## config.mk

```make
export PLATFORM = sky130hd
export DESIGN_NAME = cirq_ctrl
export DESIGN_NICKNAME = d
export VERILOG_FILES = /design/src/rtl/cirq_pkg.sv /design/src/rtl/cirq_win_if.sv /design/src/rtl/cirq_win_dec.sv /design/src/rtl/cirq_ctrl.sv
export VERILOG_INCLUDE_DIRS = /design/src /design/src/rtl
export SDC_FILE = /design/constraint.sdc
export NUM_CORES = 1
export LEC_CHECK = 0
export ABC_AREA = 1
export BUFFER_PORTS_ARGS = -buffer_cell sky130_fd_sc_hd__buf_2
export CORE_ASPECT_RATIO = 0.7
export CORE_MARGIN = 4
export CORE_UTILIZATION = 45
export DETAILED_ROUTE_END_ITERATION = 12
export GPL_ROUTABILITY_DRIVEN = 1
export PLACE_DENSITY = 0.77
export SLEW_MARGIN = 20
export SYNTH_ARGS = -nofsm -noshare
export SYNTH_HDL_FRONTEND = slang
export SYNTH_SLANG_ARGS = --single-unit
```

## constraint.sdc

```tcl
create_clock -name sys_clk -period 2.2 [get_ports sys_clk]
set_clock_uncertainty 0.1 [all_clocks]
set_input_delay 0.55 -clock sys_clk [delete_from_list [all_inputs] [get_ports sys_clk]]
set_output_delay 0.55 -clock sys_clk [all_outputs]
set_load 0.01 [all_outputs]
```

## src/rtl/cirq_regs.svh

```systemverilog
// register offsets, field positions, reset values for the card irq block
`ifndef CIRQ_REGS_SVH
`define CIRQ_REGS_SVH
`define CIRQ_GLOBAL_OFS    8'h00
`define CIRQ_WINEN_OFS     8'h01
`define CIRQ_CSC_OFS       8'h02
`define CIRQ_GLOBAL_RST    4'h0
`define CIRQ_WINEN_RST     8'h00
`define CIRQ_CSC_RST       4'h0
`define CIRQ_TRIG_BIT      3
`define CIRQ_ACK_BIT       2
`define CIRQ_LDRV_BIT      1
`define CIRQ_RSV_BIT       0
`define CIRQ_IO_WIN1_BIT   7
`define CIRQ_IO_WIN0_BIT   6
`define CIRQ_MEM_WIN_MSB   4
`define CIRQ_NUM_WIN       7
`define CIRQ_NUM_MEM_WIN   5
`endif

```

## src/rtl/cirq_pkg.sv

```systemverilog
// types shared by the card irq and window enable block
package cirq_pkg;
    typedef logic [23:0] cirq_addr_type;
    typedef logic [7:0]  cirq_byte_type;
    typedef logic [6:0]  cirq_win_type;
    typedef logic [6:0][23:0] cirq_bound_type;
    typedef logic [3:0]  cirq_csc_type;
    typedef enum logic [0:0] {
        CIRQ_TRIG_EDGE  = 1'b0,
        CIRQ_TRIG_LEVEL = 1'b1
    } cirq_trig_type;
endpackage

```

## src/rtl/cirq_win_if.sv

```systemverilog
// host access and window match signals between control and decoder
`timescale 1ns/10ps
interface cirq_win_if;
    import cirq_pkg::*;
    logic           valid;
    logic           is_io;
    cirq_addr_type  addr;
    cirq_win_type   enable;
    cirq_bound_type lo;
    cirq_bound_type hi;
    cirq_win_type   hit;
    logic           card_en;
    modport ctrl (output valid, is_io, addr, enable, lo, hi,
                  input hit, card_en);
    modport dec  (input valid, is_io, addr, enable, lo, hi,
                  output hit, card_en);
endinterface

```

## src/rtl/cirq_win_dec.sv

```systemverilog
// window range decoder with registered card enable
`timescale 1ns/10ps
`include "cirq_regs.svh"
module cirq_win_dec
    import cirq_pkg::*;
(
    input  wire logic sys_clk,  // system clock
    input  wire logic nrst,     // async reset, active low
    input  wire logic clk_en,   // freezes state when low
    cirq_win_if.dec   win       // access and match signals
);
    cirq_win_type hit_d;
    cirq_win_type hit_q;
    logic         card_en_q;

    // windows 0..4 are memory, 5..6 are io; io compares only 16 bits
    genvar i;
    generate
        for (i = 0; i < `CIRQ_NUM_WIN; i++) begin : g_win
            localparam bit IS_IO = (i >= `CIRQ_NUM_MEM_WIN);
            wire [23:0] a  = IS_IO ? {8'h00, win.addr[15:0]} : win.addr;
            wire [23:0] lo = IS_IO ? {8'h00, win.lo[i][15:0]} : win.lo[i];
            wire [23:0] hi = IS_IO ? {8'h00, win.hi[i][15:0]} : win.hi[i];
            // equal bounds give a one byte window
            wire in_rng = (a >= lo) && (a <= hi);
            // disabled window inhibits card enable
            assign hit_d[i] = win.valid && (win.is_io == IS_IO)
                              && in_rng && win.enable[i];
        end
    endgenerate

    always_ff @(posedge sys_clk or negedge nrst) begin
        if (!nrst) begin
            hit_q     <= 7'h00;
            card_en_q <= 1'b0;
        end else if (clk_en) begin
            hit_q     <= hit_d;
            card_en_q <= |hit_d;
        end
    end

    assign win.hit     = hit_q;
    assign win.card_en = card_en_q;
endmodule

```

## src/rtl/cirq_ctrl.sv

```systemverilog
// global interrupt control and window enable registers of the card port
//
// Operation
// - one global control register for both sockets, cleared on reset.
// - global control bits 7-4 read zero and ignore writes.
// - trigger select bit 3: one level, zero edge card interrupts.
// - ack select one: writing one clears that status change flag.
// - ack select zero: any status change read clears all flags.
// - level drive one: line floats, pulled low while interrupt active.
// - level drive zero: enabled line low, high when active, else float.
// - global control bit 0 is a stored read/write spare bit.
// - window enable register clears on reset; all windows disabled.
// - io window enable bit zero inhibits card enable for that window.
// - memory window enable bit zero inhibits card enable there.
// - window enable bit 5 is a stored spare bit, resets zero.
// - equal start and stop bounds form a valid one byte window.
//
// Chosen here: the placing of the registers and the strobed register port.
`timescale 1ns/10ps
`include "cirq_regs.svh"
module cirq_ctrl
    import cirq_pkg::*;
(
    input  wire logic           sys_clk,        // system clock
    input  wire logic           nrst,           // async reset, active low
    input  wire logic           clk_en,         // freezes state when low
    input  wire logic [7:0]     reg_addr,       // register address
    input  wire logic [7:0]     reg_wdata,      // register write data
    input  wire logic           reg_wr,         // write strobe
    input  wire logic           reg_rd,         // read strobe
    output logic      [7:0]     reg_rdata,      // read data, next cycle
    input  wire logic           card_ireq,      // card interrupt request
    input  wire cirq_csc_type   status_event,   // card status change events
    input  wire logic           irq_enable,     // host line steered on
    output logic                host_irq_out,   // host interrupt line out
    output logic                host_irq_oe_n,  // line drive enable, low
    input  wire logic           acc_valid,      // host access to the card
    input  wire logic           acc_io,         // access is io, else memory
    input  wire cirq_addr_type  acc_addr,       // access address
    input  wire cirq_bound_type win_start,      // window start bounds
    input  wire cirq_bound_type win_stop,       // window stop bounds
    output logic                card_enable,    // card enable strobe
    output cirq_win_type        window_hit      // windows that matched
);
    logic [3:0]    glob_q;
    logic [3:0]    glob_d;
    cirq_byte_type wen_q;
    cirq_csc_type  csc_q;
    cirq_csc_type  csc_d;
    cirq_byte_type rdata_q;
    cirq_byte_type rdata_d;
    logic          card_prev_q;
    logic          irq_out_q;
    logic          irq_out_d;
    logic          irq_oe_n_q;
    logic          irq_oe_n_d;

    cirq_win_if win ();

    // register decode
    wire wr_glob = reg_wr && (reg_addr == `CIRQ_GLOBAL_OFS);
    wire wr_wen  = reg_wr && (reg_addr == `CIRQ_WINEN_OFS);
    wire wr_csc  = reg_wr && (reg_addr == `CIRQ_CSC_OFS);
    wire rd_glob = reg_rd && (reg_addr == `CIRQ_GLOBAL_OFS);
    wire rd_wen  = reg_rd && (reg_addr == `CIRQ_WINEN_OFS);
    wire rd_csc  = reg_rd && (reg_addr == `CIRQ_CSC_OFS);

    wire trig_level = (glob_q[`CIRQ_TRIG_BIT] == CIRQ_TRIG_LEVEL);
    wire ack_write  = glob_q[`CIRQ_ACK_BIT];
    wire level_drv  = glob_q[`CIRQ_LDRV_BIT];

    // only the low nibble is stored; upper bits never hold state
    assign glob_d = wr_glob ? reg_wdata[3:0] : glob_q;

    // flag clear depends on ack select sampled at the access
    wire cirq_csc_type csc_wclr = (ack_write && wr_csc) ?
                                  reg_wdata[3:0] : 4'h0;
    // read side effect clears everything in read-ack mode
    wire cirq_csc_type csc_rclr = (!ack_write && rd_csc) ? 4'hF : 4'h0;
    // a new event in the clearing cycle survives
    assign csc_d = (csc_q & ~(csc_wclr | csc_rclr)) | status_event;

    // read data; unmapped addresses return zero
    assign rdata_d = rd_glob ? {4'h0, glob_q} :
                     rd_wen  ? wen_q :
                     rd_csc  ? {4'h0, csc_q} :
                     8'h00;

    // edge mode passes one pulse per rising request
    wire card_act = trig_level ? card_ireq : (card_ireq && !card_prev_q);
    wire line_act = card_act || (csc_q != 4'h0);

    // open-drain style vs totem-pole style line drive
    assign irq_out_d  = level_drv ? 1'b0 : line_act;
    assign irq_oe_n_d = level_drv ? !line_act : !irq_enable;

    always_ff @(posedge sys_clk or negedge nrst) begin
        if (!nrst) begin
            glob_q <= `CIRQ_GLOBAL_RST;
            wen_q  <= `CIRQ_WINEN_RST;
        end else if (clk_en) begin
            glob_q <= glob_d;
            if (wr_wen) begin
                wen_q <= reg_wdata;
            end
        end
    end

    always_ff @(posedge sys_clk or negedge nrst) begin
        if (!nrst) begin
            csc_q       <= `CIRQ_CSC_RST;
            rdata_q     <= 8'h00;
            card_prev_q <= 1'b0;
        end else if (clk_en) begin
            csc_q       <= csc_d;
            rdata_q     <= rdata_d;
            card_prev_q <= card_ireq;
        end
    end

    // line floats in reset; after it, the reset level drive zero style drives it whenever irq_enable is high
    always_ff @(posedge sys_clk or negedge nrst) begin
        if (!nrst) begin
            irq_out_q  <= 1'b0;
            irq_oe_n_q <= 1'b1;
        end else if (clk_en) begin
            irq_out_q  <= irq_out_d;
            irq_oe_n_q <= irq_oe_n_d;
        end
    end

    // window enables map to decoder slots: mem 0..4, then io 0..1
    assign win.valid  = acc_valid;
    assign win.is_io  = acc_io;
    assign win.addr   = acc_addr;
    assign win.enable = {wen_q[`CIRQ_IO_WIN1_BIT], wen_q[`CIRQ_IO_WIN0_BIT],
                         wen_q[`CIRQ_MEM_WIN_MSB:0]};
    // bounds are trusted as programmed before enabling
    assign win.lo     = win_start;
    assign win.hi     = win_stop;

    cirq_win_dec u_dec (
        .sys_clk (sys_clk),
        .nrst    (nrst),
        .clk_en  (clk_en),
        .win     (win.dec)
    );

    assign reg_rdata     = rdata_q;
    assign host_irq_out  = irq_out_q;
    assign host_irq_oe_n = irq_oe_n_q;
    assign card_enable   = win.card_en;
    assign window_hit    = win.hit;
endmodule

```

==> results of run 1 <==
path summary, 6_finish.rpt:
kind / slack, ns / to / depth (start not counted) / start
worst max-delay path: -0.008 / u_dec.win.card_en / 16 / acc_addr[14]
worst min-delay path: 0.26 / wen_q[7] / 1 / nrst
worst max register to register: 0.79 / host_irq_out / 3 / csc_q[3]
worst min register to register: 0.38 / u_dec.win.card_en / 2 / u_dec.win.card_en
max in group asynchronous: 1.22 / u_dec.win.hit[0] / 1 / nrst
min in group sys_clk: 0.32 / host_irq_oe_n / 2 / irq_enable
state kept, by name (all words and copies together) (netlist names):
signal / cells
reg_rdata: 8
wen_q: 8
u_dec.win.hit: 7
csc_q: 4
glob_q: 4
card_prev_q: 1
host_irq_oe_n: 1
host_irq_out: 1
u_dec.win.card_en: 1
cell usage after synthesis (5+ instances only):
| library cell | n | area, um2 |
|---|---|---|
| inv_1 | 407 | 1530 |
| nand2_1 | 386 | 1450 |
| ha_1 | 304 | 3800 |
| a21oi_1 | 117 | 586 |
| nor2_1 | 107 | 402 |
| nand3_1 | 52 | 260 |
| o21ai_0 | 46 | 230 |
| dfrtp_1 | 34 | 851 |
| nand4_1 | 15 | 93.8 |
| o21bai_1 | 11 | 82.6 |
| o21a_1 | 10 | 75.1 |
| a21o_1 | 9 | 67.6 |
| a21boi_0 | 6 | 45.0 |
| clkbuf_1 | 6 | 22.5 |
| nor3_1 | 5 | 25.0 |
power groups by stage:
| stage | logic (mW) | clock network, mW | registers [mW] |
|---|---|---|---|
| 3_3_place_gp | 1.95 | 0 | 0.676 |
| 4_1_cts | 2.11 | 0.839 | 0.665 |
| 5_1_grt | 2.50 | 0.856 | 0.666 |
| 6_report | 2.20 | 0.830 | 0.665 |
| 2_1_floorplan | 1.09 | 0 | 0.676 |
| 3_5_place_dp | 2.05 | 0 | 0.676 |
what timing repair did:
action	CTS	global route
endpoints found under the setup margin	7	7
setup buffers	2	4
pin swaps	15	35
resized for setup	49	57
final cells by class:
cell class              count  area, um2
clock inverters             2       35.0
repair buffers            459       2740
multi-input cells        1094       7760
clock buffers               6        139
inverters                 407       1530
flip-flops and latches     35        877
fillers                  1938       7650
diodes                      4       10.0
well taps                 276        345
routing by layer:
layer | GRT usage [%] | vias up
met3 | 3.20 | 74
met5 | 0 | -
met2 | 47.3 | 450
li1 | - | 5809
met1 | 38.1 | 5165
met4 | 6.28 | 2
logic make-up after synthesis:
logic type / after synthesis / share of synthesized area [%]
AND/OR/NAND/NOR: 576 / 24.0
buffers and inverters: 414 / 15.9
adder cells (fa/ha/maj): 304 / 38.7
AO/OA/AOI/OAI: 210 / 11.9
flip-flops: 35 / 8.93
multiplexers: 4 / 0.535
worst register-to-register path, cell delays in order, from the launching register on:
cell and delay (ns):
dfrtp_1 0.40, nor3_1 0.24, nor3b_1 0.40, o21ai_0 0.14
layout by cell type, fill, tap and decap left out, types with 10 or more instances in the layout:
cell type  count
inv_1        406
nand2_1      379
buf_2        353
ha_1         285
a21oi_1      117
nor2_1        84
buf_4         83
nand3_1       49
o21ai_0       44
dfrtp_1       34
nor2_2        21
ha_4          19
nand4_1       15
buf_6         12
o21bai_1      11
o21a_1        10
==> metrics.txt, run 1 <==
Hold Vio Cnt, Final 0; fin crit period 2.21 ns; top layer in use met5; Residual DRC 0; Initial Util 46.6%; Clk Latency, worst-skew pair 0.28 ns; post-synthesis sequential area ratio 8.93%; Max Cap Viol 0; Crit path largest cell delay 0.27 ns; dpl hpwl 31100 um; Final Max Slew Viols 0; Core Box Area 21100 um2; largest net degree at the start of global routing 36; worst hold-check path type input pin to async pin; area grow syn2layout 36.7%; Sw Ratio 40.0%; Final period util 100%; Worst setup EP type flip-flop; type of the worst setup path input pin to flip-flop; Setup WS post-layout -0.00760 ns; first-pass GRT wire length 55300 um; pwr dens 275 nW/um2; fraction of layout cells with a size suffix above 1 26.7%; internal power 2.21 mW; Final Setup Violations 1; CTS sink cnt 35; status finished with violations; Crit path buffers/inverters 2; Syn. warnings 0; via density per instance 5.04; CTS root buf clkbuf_16; Synthesized Nets 2236; NetSw 1.48 mW; Comb pwr share 59.5%; nets 2695; Pleak 8.75 nW; CTS tree yes; Routed WL 36500 um; ANT nets after route 0; DR vias 11500; Place WS -0.621 ns; area of the mapped netlist 9830 um2; GRT Resource Usage Total 27.9%; antenna violations before repair 5; Slew @ Worst Pin 0.815 ns; CP Cell Sequence buf_12, buf_12, ha_4, nand2_4, nor2_4, nand4_1, nor2_2, nand2_1, nand3_1, nand2_1, nand2_1, nand2_1, nor2_1, nand2_1, nand2_1, nand2_1; DRT Pass-1 Iters 5; failing checks negative setup slack; # IOs 407; Synth Register Bits 35; DP Area 12700 um2; Crit path max-delay family simple AND/OR/NAND/NOR gates; initial DRC count 613; Max Root-Sink Buffers 2; slowest CP cell ha_4; Synth async-reset ratio 100%; Clock Power Share 22.5%; hold_ws 0.262 ns; hold_buf cts 0; Arr. time, crit path 2.28 ns; DIE AREA 24300 um2; Final Non-Filler Cells 2283; Crit Path Max Fanout 8; Clock transition at path regs 0.06 ns; placed instance count 2265; gp weighted congestion 0.960; Routed WL per cell 16.0 um; final core occ 63.7%; Die Span Y 132 um; post-synthesis cell type count 32; Max Fclk 453 MHz; met3 wire length 2610 um; commonest register cell after synthesis dfrtp_1; H-tree depth 2; Avg Cell Area, Syn 6.37 um2; Port Buffers 374; part of the power in registers 18.0%; post-route cell area 13400 um2; Final Power 3.69 mW; Worst Setup Start Kind input pin; wire length on met2 16700 um; Synth Instances 1543; clock buffer count from CTS 5; die extent in x 185 um; EDFF count, synth 0; most frequent CP cell nand2_1; vias in the first global route 11174; Worst VDD drop 0.000263 V; global route overflow 0; row count 44; Required @ worst endpoint 2.27 ns; Worst slew margin 45.6%; RSZ-0062 raised after global routing yes; Setup TNS -0.00760 ns; WL met1 16400 um
Note: power is estimated with default switching activity, not from simulation.
==> run 2, diff against run 1 <==
--- a/config.mk
+++ b/config.mk
@@ -13,8 +13,8 @@
 export CORE_UTILIZATION = 45
 export DETAILED_ROUTE_END_ITERATION = 12
 export GPL_ROUTABILITY_DRIVEN = 1
-export PLACE_DENSITY = 0.77
-export SLEW_MARGIN = 20
+export PLACE_DENSITY = 0.76
+export SLEW_MARGIN = 5
 export SYNTH_ARGS = -nofsm -noshare
 export SYNTH_HDL_FRONTEND = slang
 export SYNTH_SLANG_ARGS = --single-unit
==> metrics.txt, run 2 (synthesis gave the netlist of run 1 again) <==
status finished with violations; failing checks negative setup slack; cell depth of the worst setup path 15 (-1); dpl hpwl 31500 um (+1.3%); slowest CP cell ha_1; largest net degree at the start of global routing 36 (unchanged); worst-case reg-to-reg path depth 4 (+1); Worst Setup Start Kind input pin; CP Launch Point acc_addr[11]; nets 2694 (-0.037%); CTS sink cnt 35 (unchanged); global route overflow 0 (unchanged); Max Cap Viol 0 (unchanged); reg-to-reg slack, setup 0.83 ns (+0.04 ns); Core Box Area 21100 um2 (unchanged); area grow syn2layout 36.5%; Comb pwr share 61.5% (+2.0 points); Max Root-Sink Buffers 2 (unchanged); Clk Latency, worst-skew pair 0.28 ns (about the same); Final Setup Violations 1 (unchanged); Pleak 8.76 nW (about the same); Sw Ratio 41.3% (+1.3 points); Crit path largest cell delay 0.32 ns (+0.05 ns); H-tree depth 2 (unchanged); CTS tree yes; CP Cell Sequence buf_4, ha_1, nand2_1, inv_1, nand4_1, nor2_2, buf_4, nand3_1, nand2_1, nand2_2, nand2_2, nor2_2, nand2_1, nand2_1, nand2_1; Clock Power Share 20.0% (-2.5 points); Final period util 100% (about the same); Slew @ Worst Pin 0.462 ns (-0.354 ns); Critical R2R Launch csc_q[2]; ANT nets after route 0 (unchanged); commonest cells after routing, fill and taps aside inv_1, nand2_1, buf_2; DIE AREA 24300 um2 (unchanged); Clock transition at path regs 0.05 ns (about the same); Worst VDD drop 0.000253 V (-3.6%); fraction of layout cells with a size suffix above 1 27.2% (+0.56 points); NetSw 1.48 mW (+0.43%); worst hold-check path type input pin to async pin; Worst slew margin 69.2% (+24 points); r2r endpoint host_irq_oe_n; post-route cell area 13400 um2 (-0.11%); antenna violations before repair 3 (-2); clock buffer count from CTS 5 (unchanged); Arr. time, crit path 2.33 ns (+0.05 ns); Die Span Y 132 um (unchanged); Setup WS post-layout -0.00642 ns (+0.00118 ns); Port Buffers 374 (unchanged); gp weighted congestion 0.942 (-1.9%); Required @ worst endpoint 2.32 ns (+0.05 ns); RSZ-0062 raised after global routing yes; type of the worst setup path input pin to flip-flop; die extent in x 185 um (unchanged); commonest non-fill, non-tap cell in the layout inv_1; DR vias 11440 (-0.52%); Initial Util 46.6% (unchanged); Crit path max-delay family simple AND/OR/NAND/NOR gates; DRT Pass-1 Iters 5 (unchanged); via density per instance 5.02 (-0.35%); final core occ 63.6% (-0.071 points); # IOs 407 (unchanged); initial DRC count 743 (+21%); pwr dens 268 nW/um2 (-2.6%); GRT Resource Usage Total 27.8% (-0.052 points); Routed WL 36500 um (-0.10%); row count 44 (unchanged); Hold Vio Cnt, Final 0 (unchanged); Max Fclk 453 MHz (about the same); CTS root buf clkbuf_16; Crit path buffers/inverters 3 (+1); vias in the first global route 10997 (-1.6%); Routed WL per cell 16.0 um (about the same); hold_buf cts 0 (unchanged); fin crit period 2.21 ns (-0.00118 ns); Residual DRC 0 (unchanged); Final Max Slew Viols 0 (unchanged); DP Area 12800 um2 (+0.59%); Crit Path Max Fanout 14 (+6); internal power 2.11 mW (-4.8%); crit path to u_dec.win.card_en; Worst setup EP type flip-flop; part of the power in registers 18.5% (+0.5 points); most frequent CP cell nand2_1; first-pass GRT wire length 54500 um (-1.5%)
## run 2: cell count changes in the layout (fill, tap and decap cells not counted), moves of 6 or more
cell	before	now
buf_4	83	76
buf_6	12	6
nand2_1	379	363
nand2_2	7	23
## run 2: how the worst min path moves through the flow
stage / from / endpoint / slack [ns] / depth (start not counted)
final: nrst / csc_q[1] / 0.20 / 2
after global routing: nrst / reg_rdata[2] / 0.25 / 2
after CTS: nrst / reg_rdata[0] / 0.22 / 2
after detailed placement: reg_rdata[2] / reg_rdata[2] / 0.37 / 2
after global placement: reg_rdata[3] / reg_rdata[3] / 0.36 / 2
after floorplan: nrst / card_prev_q / 0.15 / 0
## run 2: repair_timing
item                                    4_1_cts  5_1_grt
gates resized for setup                      38       68
endpoints found under the setup margin        3        6
setup buffers                                 4        2
cloned                                        1        0
pin swaps                                    22       49
## run 2: power by group through the flow
stage	Combinational, mW	Clock, mW	Sequential [mW]
2_1_floorplan	1.09	0	0.676
3_3_place_gp	1.98	0	0.675
3_5_place_dp	2.07	0	0.676
4_1_cts	2.12	0.722	0.665
5_1_grt	2.51	0.744	0.666
6_report	2.21	0.717	0.665
## run 2: layer usage
metal / GRT usage [%] / up-vias / share of wire [%]
met4: 7.66 / 4 / 2.7
met1: 38.2 / 5128 / 44
met2: 45.7 / 442 / 45
met5: 0 / - / 0.058
met3: 3.87 / 72 / 8.2
li1: - / 5794 / -
## run 2: final cells by class
class                      count  area (um2)
multi-input combinational   1094        7750
fill                        1915        7670
timing repair buffer         458        2770
inverter                     407        1530
sequential                    35         877
tap                          276         345
clock buffer                   7         143
clock inverter                 1        5.00
antenna                        1        2.50
## run 2: per-stage QoR
| step | hold slack (ns) | cells | setup WS (ns) | TNS [ns] | power, mW |
|---|---|---|---|---|---|
| after global placement | 0.364 | 2265 | -0.634 | -2.34 | 2.66 |
| after CTS | 0.217 | 2276 | 0.00151 | 0 | 3.51 |
| final | 0.202 | 2279 | -0.00642 | -0.00642 | 3.59 |
| after floorplan | 0.154 | 1543 | 0.176 | 0 | 1.77 |
| after detailed placement | 0.365 | 2265 | -0.572 | -2.34 | 2.74 |
| after global routing | 0.251 | 2279 | -0.189 | -0.253 | 3.92 |
==> run 3, diff against run 2 <==
--- a/config.mk
+++ b/config.mk
@@ -7,7 +7,7 @@
 export NUM_CORES = 1
 export LEC_CHECK = 0
 export ABC_AREA = 1
-export BUFFER_PORTS_ARGS = -buffer_cell sky130_fd_sc_hd__buf_2
+export BUFFER_PORTS_ARGS = -buffer_cell sky130_fd_sc_hd__buf_4
 export CORE_ASPECT_RATIO = 0.7
 export CORE_MARGIN = 4
 export CORE_UTILIZATION = 45
==> metrics.txt, run 3 (synthesis gave the netlist of run 1 again) <==
status finished clean; CP Cell Sequence buf_4, buf_4, ha_1, nand2_1, nand2_1, nand2_1, nand2_1, nand2_1, nand3_1, nand2_1, nand3_1, nand2_1, nand2_2, nand2_2, nor2_2, nand2_1, nand2_1, nand2_1; CTS tree yes; part of the power in registers 17.8% (-0.7 points); Arr. time, crit path 2.27 ns (-0.06 ns); Final Setup Violations 0 (-1); RSZ-0062 raised after global routing yes; Final Power 3.74 mW (+4.1%); global route overflow 0 (unchanged); Max Fclk 456 MHz (+0.54%); DP Area 13500 um2 (+6.0%); Max Cap Viol 0 (unchanged); Required @ worst endpoint 2.27 ns (-0.05 ns); fin crit period 2.19 ns (-0.0119 ns); row count 44 (unchanged); Crit path max-delay family simple AND/OR/NAND/NOR gates; Final Non-Filler Cells 2266 (-0.57%); busiest grt layer met2; antenna violations before repair 2 (-1); gp weighted congestion 0.917 (-2.6%); GRT Resource Usage Total 28.7% (+0.86 points); hold_ws 0.124 ns (-0.0779 ns); Final period util 99.8% (-0.54 points); area grow syn2layout 43.8%; fraction of layout cells with a size suffix above 1 26.3% (-0.94 points); number of fill cells 1894 (-1.1%); die extent in x 185 um (unchanged); via density per instance 4.97 (-1.0%); Core Box Area 21100 um2 (unchanged); most frequent CP cell nand2_1; Routed WL per cell 16.3 um (+1.9%); Residual DRC 0 (unchanged); Pleak 8.96 nW (+2.3%); Clock transition at path regs 0.06 ns (about the same); Place WS -0.491 ns (+0.0812 ns); Clock Power Share 20.1% (about the same); Sw Ratio 39.2% (-2.1 points); Initial Util 46.6% (unchanged); commonest cells after routing, fill and taps aside buf_4, inv_1, nand2_1; met1 usage 40.3% (+2.0 points); worst hold-check path type input pin to async pin; GRT met3 Usage 3.31% (-0.55 points); ANT nets after route 0 (unchanged); grt met2 use 47.1% (+1.3 points); Worst Setup Start Kind input pin; slowest CP cell ha_1; nets 2682 (-0.45%); Slew @ Worst Pin 0.490 ns (+0.0287 ns); Clk Latency, worst-skew pair 0.28 ns (about the same); register area 877 um2 (unchanged); initial DRC count 673 (-9.4%); commonest non-fill, non-tap cell in the layout buf_4; CTS root buf clkbuf_16; Worst setup EP type flip-flop; H-tree depth 2 (unchanged); internal power 2.27 mW (+7.8%); vias in the first global route 11110 (+1.0%); Die Span Y 132 um (unchanged); largest net degree at the start of global routing 36 (unchanged); Worst slew margin 67.1% (-2.1 points); DR vias 11261 (-1.6%); # IOs 407 (unchanged); Routed WL 36900 um (+1.3%); Crit path largest cell delay 0.30 ns (-0.02 ns); DIE AREA 24300 um2 (unchanged); placed instance count 2257 (-0.35%); NetSw 1.46 mW (-1.3%); pwr dens 265 nW/um2 (-1.2%); hold_buf cts 0 (unchanged); Max Root-Sink Buffers 2 (unchanged); Crit path buffers/inverters 2 (-1); Crit Path Max Fanout 5 (-9); Hold Vio Cnt, Final 0 (unchanged); Final Max Slew Viols 0 (unchanged); DRT Pass-1 Iters 5 (unchanged); Setup WS post-layout 0.00545 ns (+0.0119 ns); CTS sink cnt 35 (unchanged); dpl hpwl 32000 um (+1.8%); Comb pwr share 62.2% (+0.7 points); first-pass GRT wire length 56300 um (+3.4%); Worst VDD drop 0.000297 V (+17%); Multi-input gate area 7770 um2 (+0.27%); clock buffer count from CTS 5 (unchanged); type of the worst setup path input pin to flip-flop; number of diodes 0 (-1); post-route cell area 14100 um2 (+5.3%); Port Buffers 374 (unchanged)
run 3: changes by cell type in the layout (fill, tap and decap cells not counted), moves of 2 or more:
cell,previous run,this run
nand2_2,23,12
ha_4,14,18
buf_2,358,0
ha_1,290,286
nor2_2,21,17
nor2_1,82,86
buf_12,14,6
buf_4,76,431
clkbuf_4,2,0
nand2_1,363,373
buf_6,6,9
run 3: cell type report:
class | count | share of cell area (%)
clock buffers | 8 | 1.11
well taps | 276 | 2.44
flip-flops and latches | 35 | 6.21
repair buffers | 446 | 24.5
inverters | 407 | 10.8
multi-input cells | 1094 | 55.0
run 3: stage by stage:
stage / utilization (%) / setup TNS [ns]
2_1_floorplan: - / 0
3_3_place_gp: 64.2 / -1.85
3_5_place_dp: 64.2 / -2.16
4_1_cts: 65.5 / 0
5_1_grt: 67.0 / -0.144
6_report: 67.0 / 0
run 3: final timing paths:
check,slack [ns],end,depth (start not counted),start
setup / recovery,0.005,u_dec.win.card_en,18,acc_addr[9]
hold / removal,0.12,csc_q[1],1,nrst
setup reg to reg,0.89,host_irq_oe_n,4,csc_q[3]
hold reg to reg,0.38,reg_rdata[3],2,reg_rdata[3]
max in group asynchronous,1.52,host_irq_oe_n,1,nrst
min in group sys_clk,0.33,host_irq_oe_n,2,irq_enable
run 3: routing by layer:
layer,vias to the layer above,share of wire [%]
met5,-,0.073
met4,4,2.4
met3,57,6.8
met2,365,45
met1,5073,46
li1,5762,-
run 3: what timing repair did:
item | in CTS | in global routing
endpoints found under the setup margin | 2 | 5
cloned | 0 | 0
pin swaps | 16 | 34
gates resized for setup | 27 | 52
setup buffers | 0 | 4
run 3: power groups by stage:
stage | registers, mW | clock network [mW] | logic (mW)
floorplan | 0.676 | 0 | 1.09
global placement | 0.675 | 0 | 2.12
detailed placement | 0.676 | 0 | 2.20
CTS | 0.664 | 0.753 | 2.24
global route | 0.666 | 0.785 | 2.64
finish | 0.665 | 0.750 | 2.32
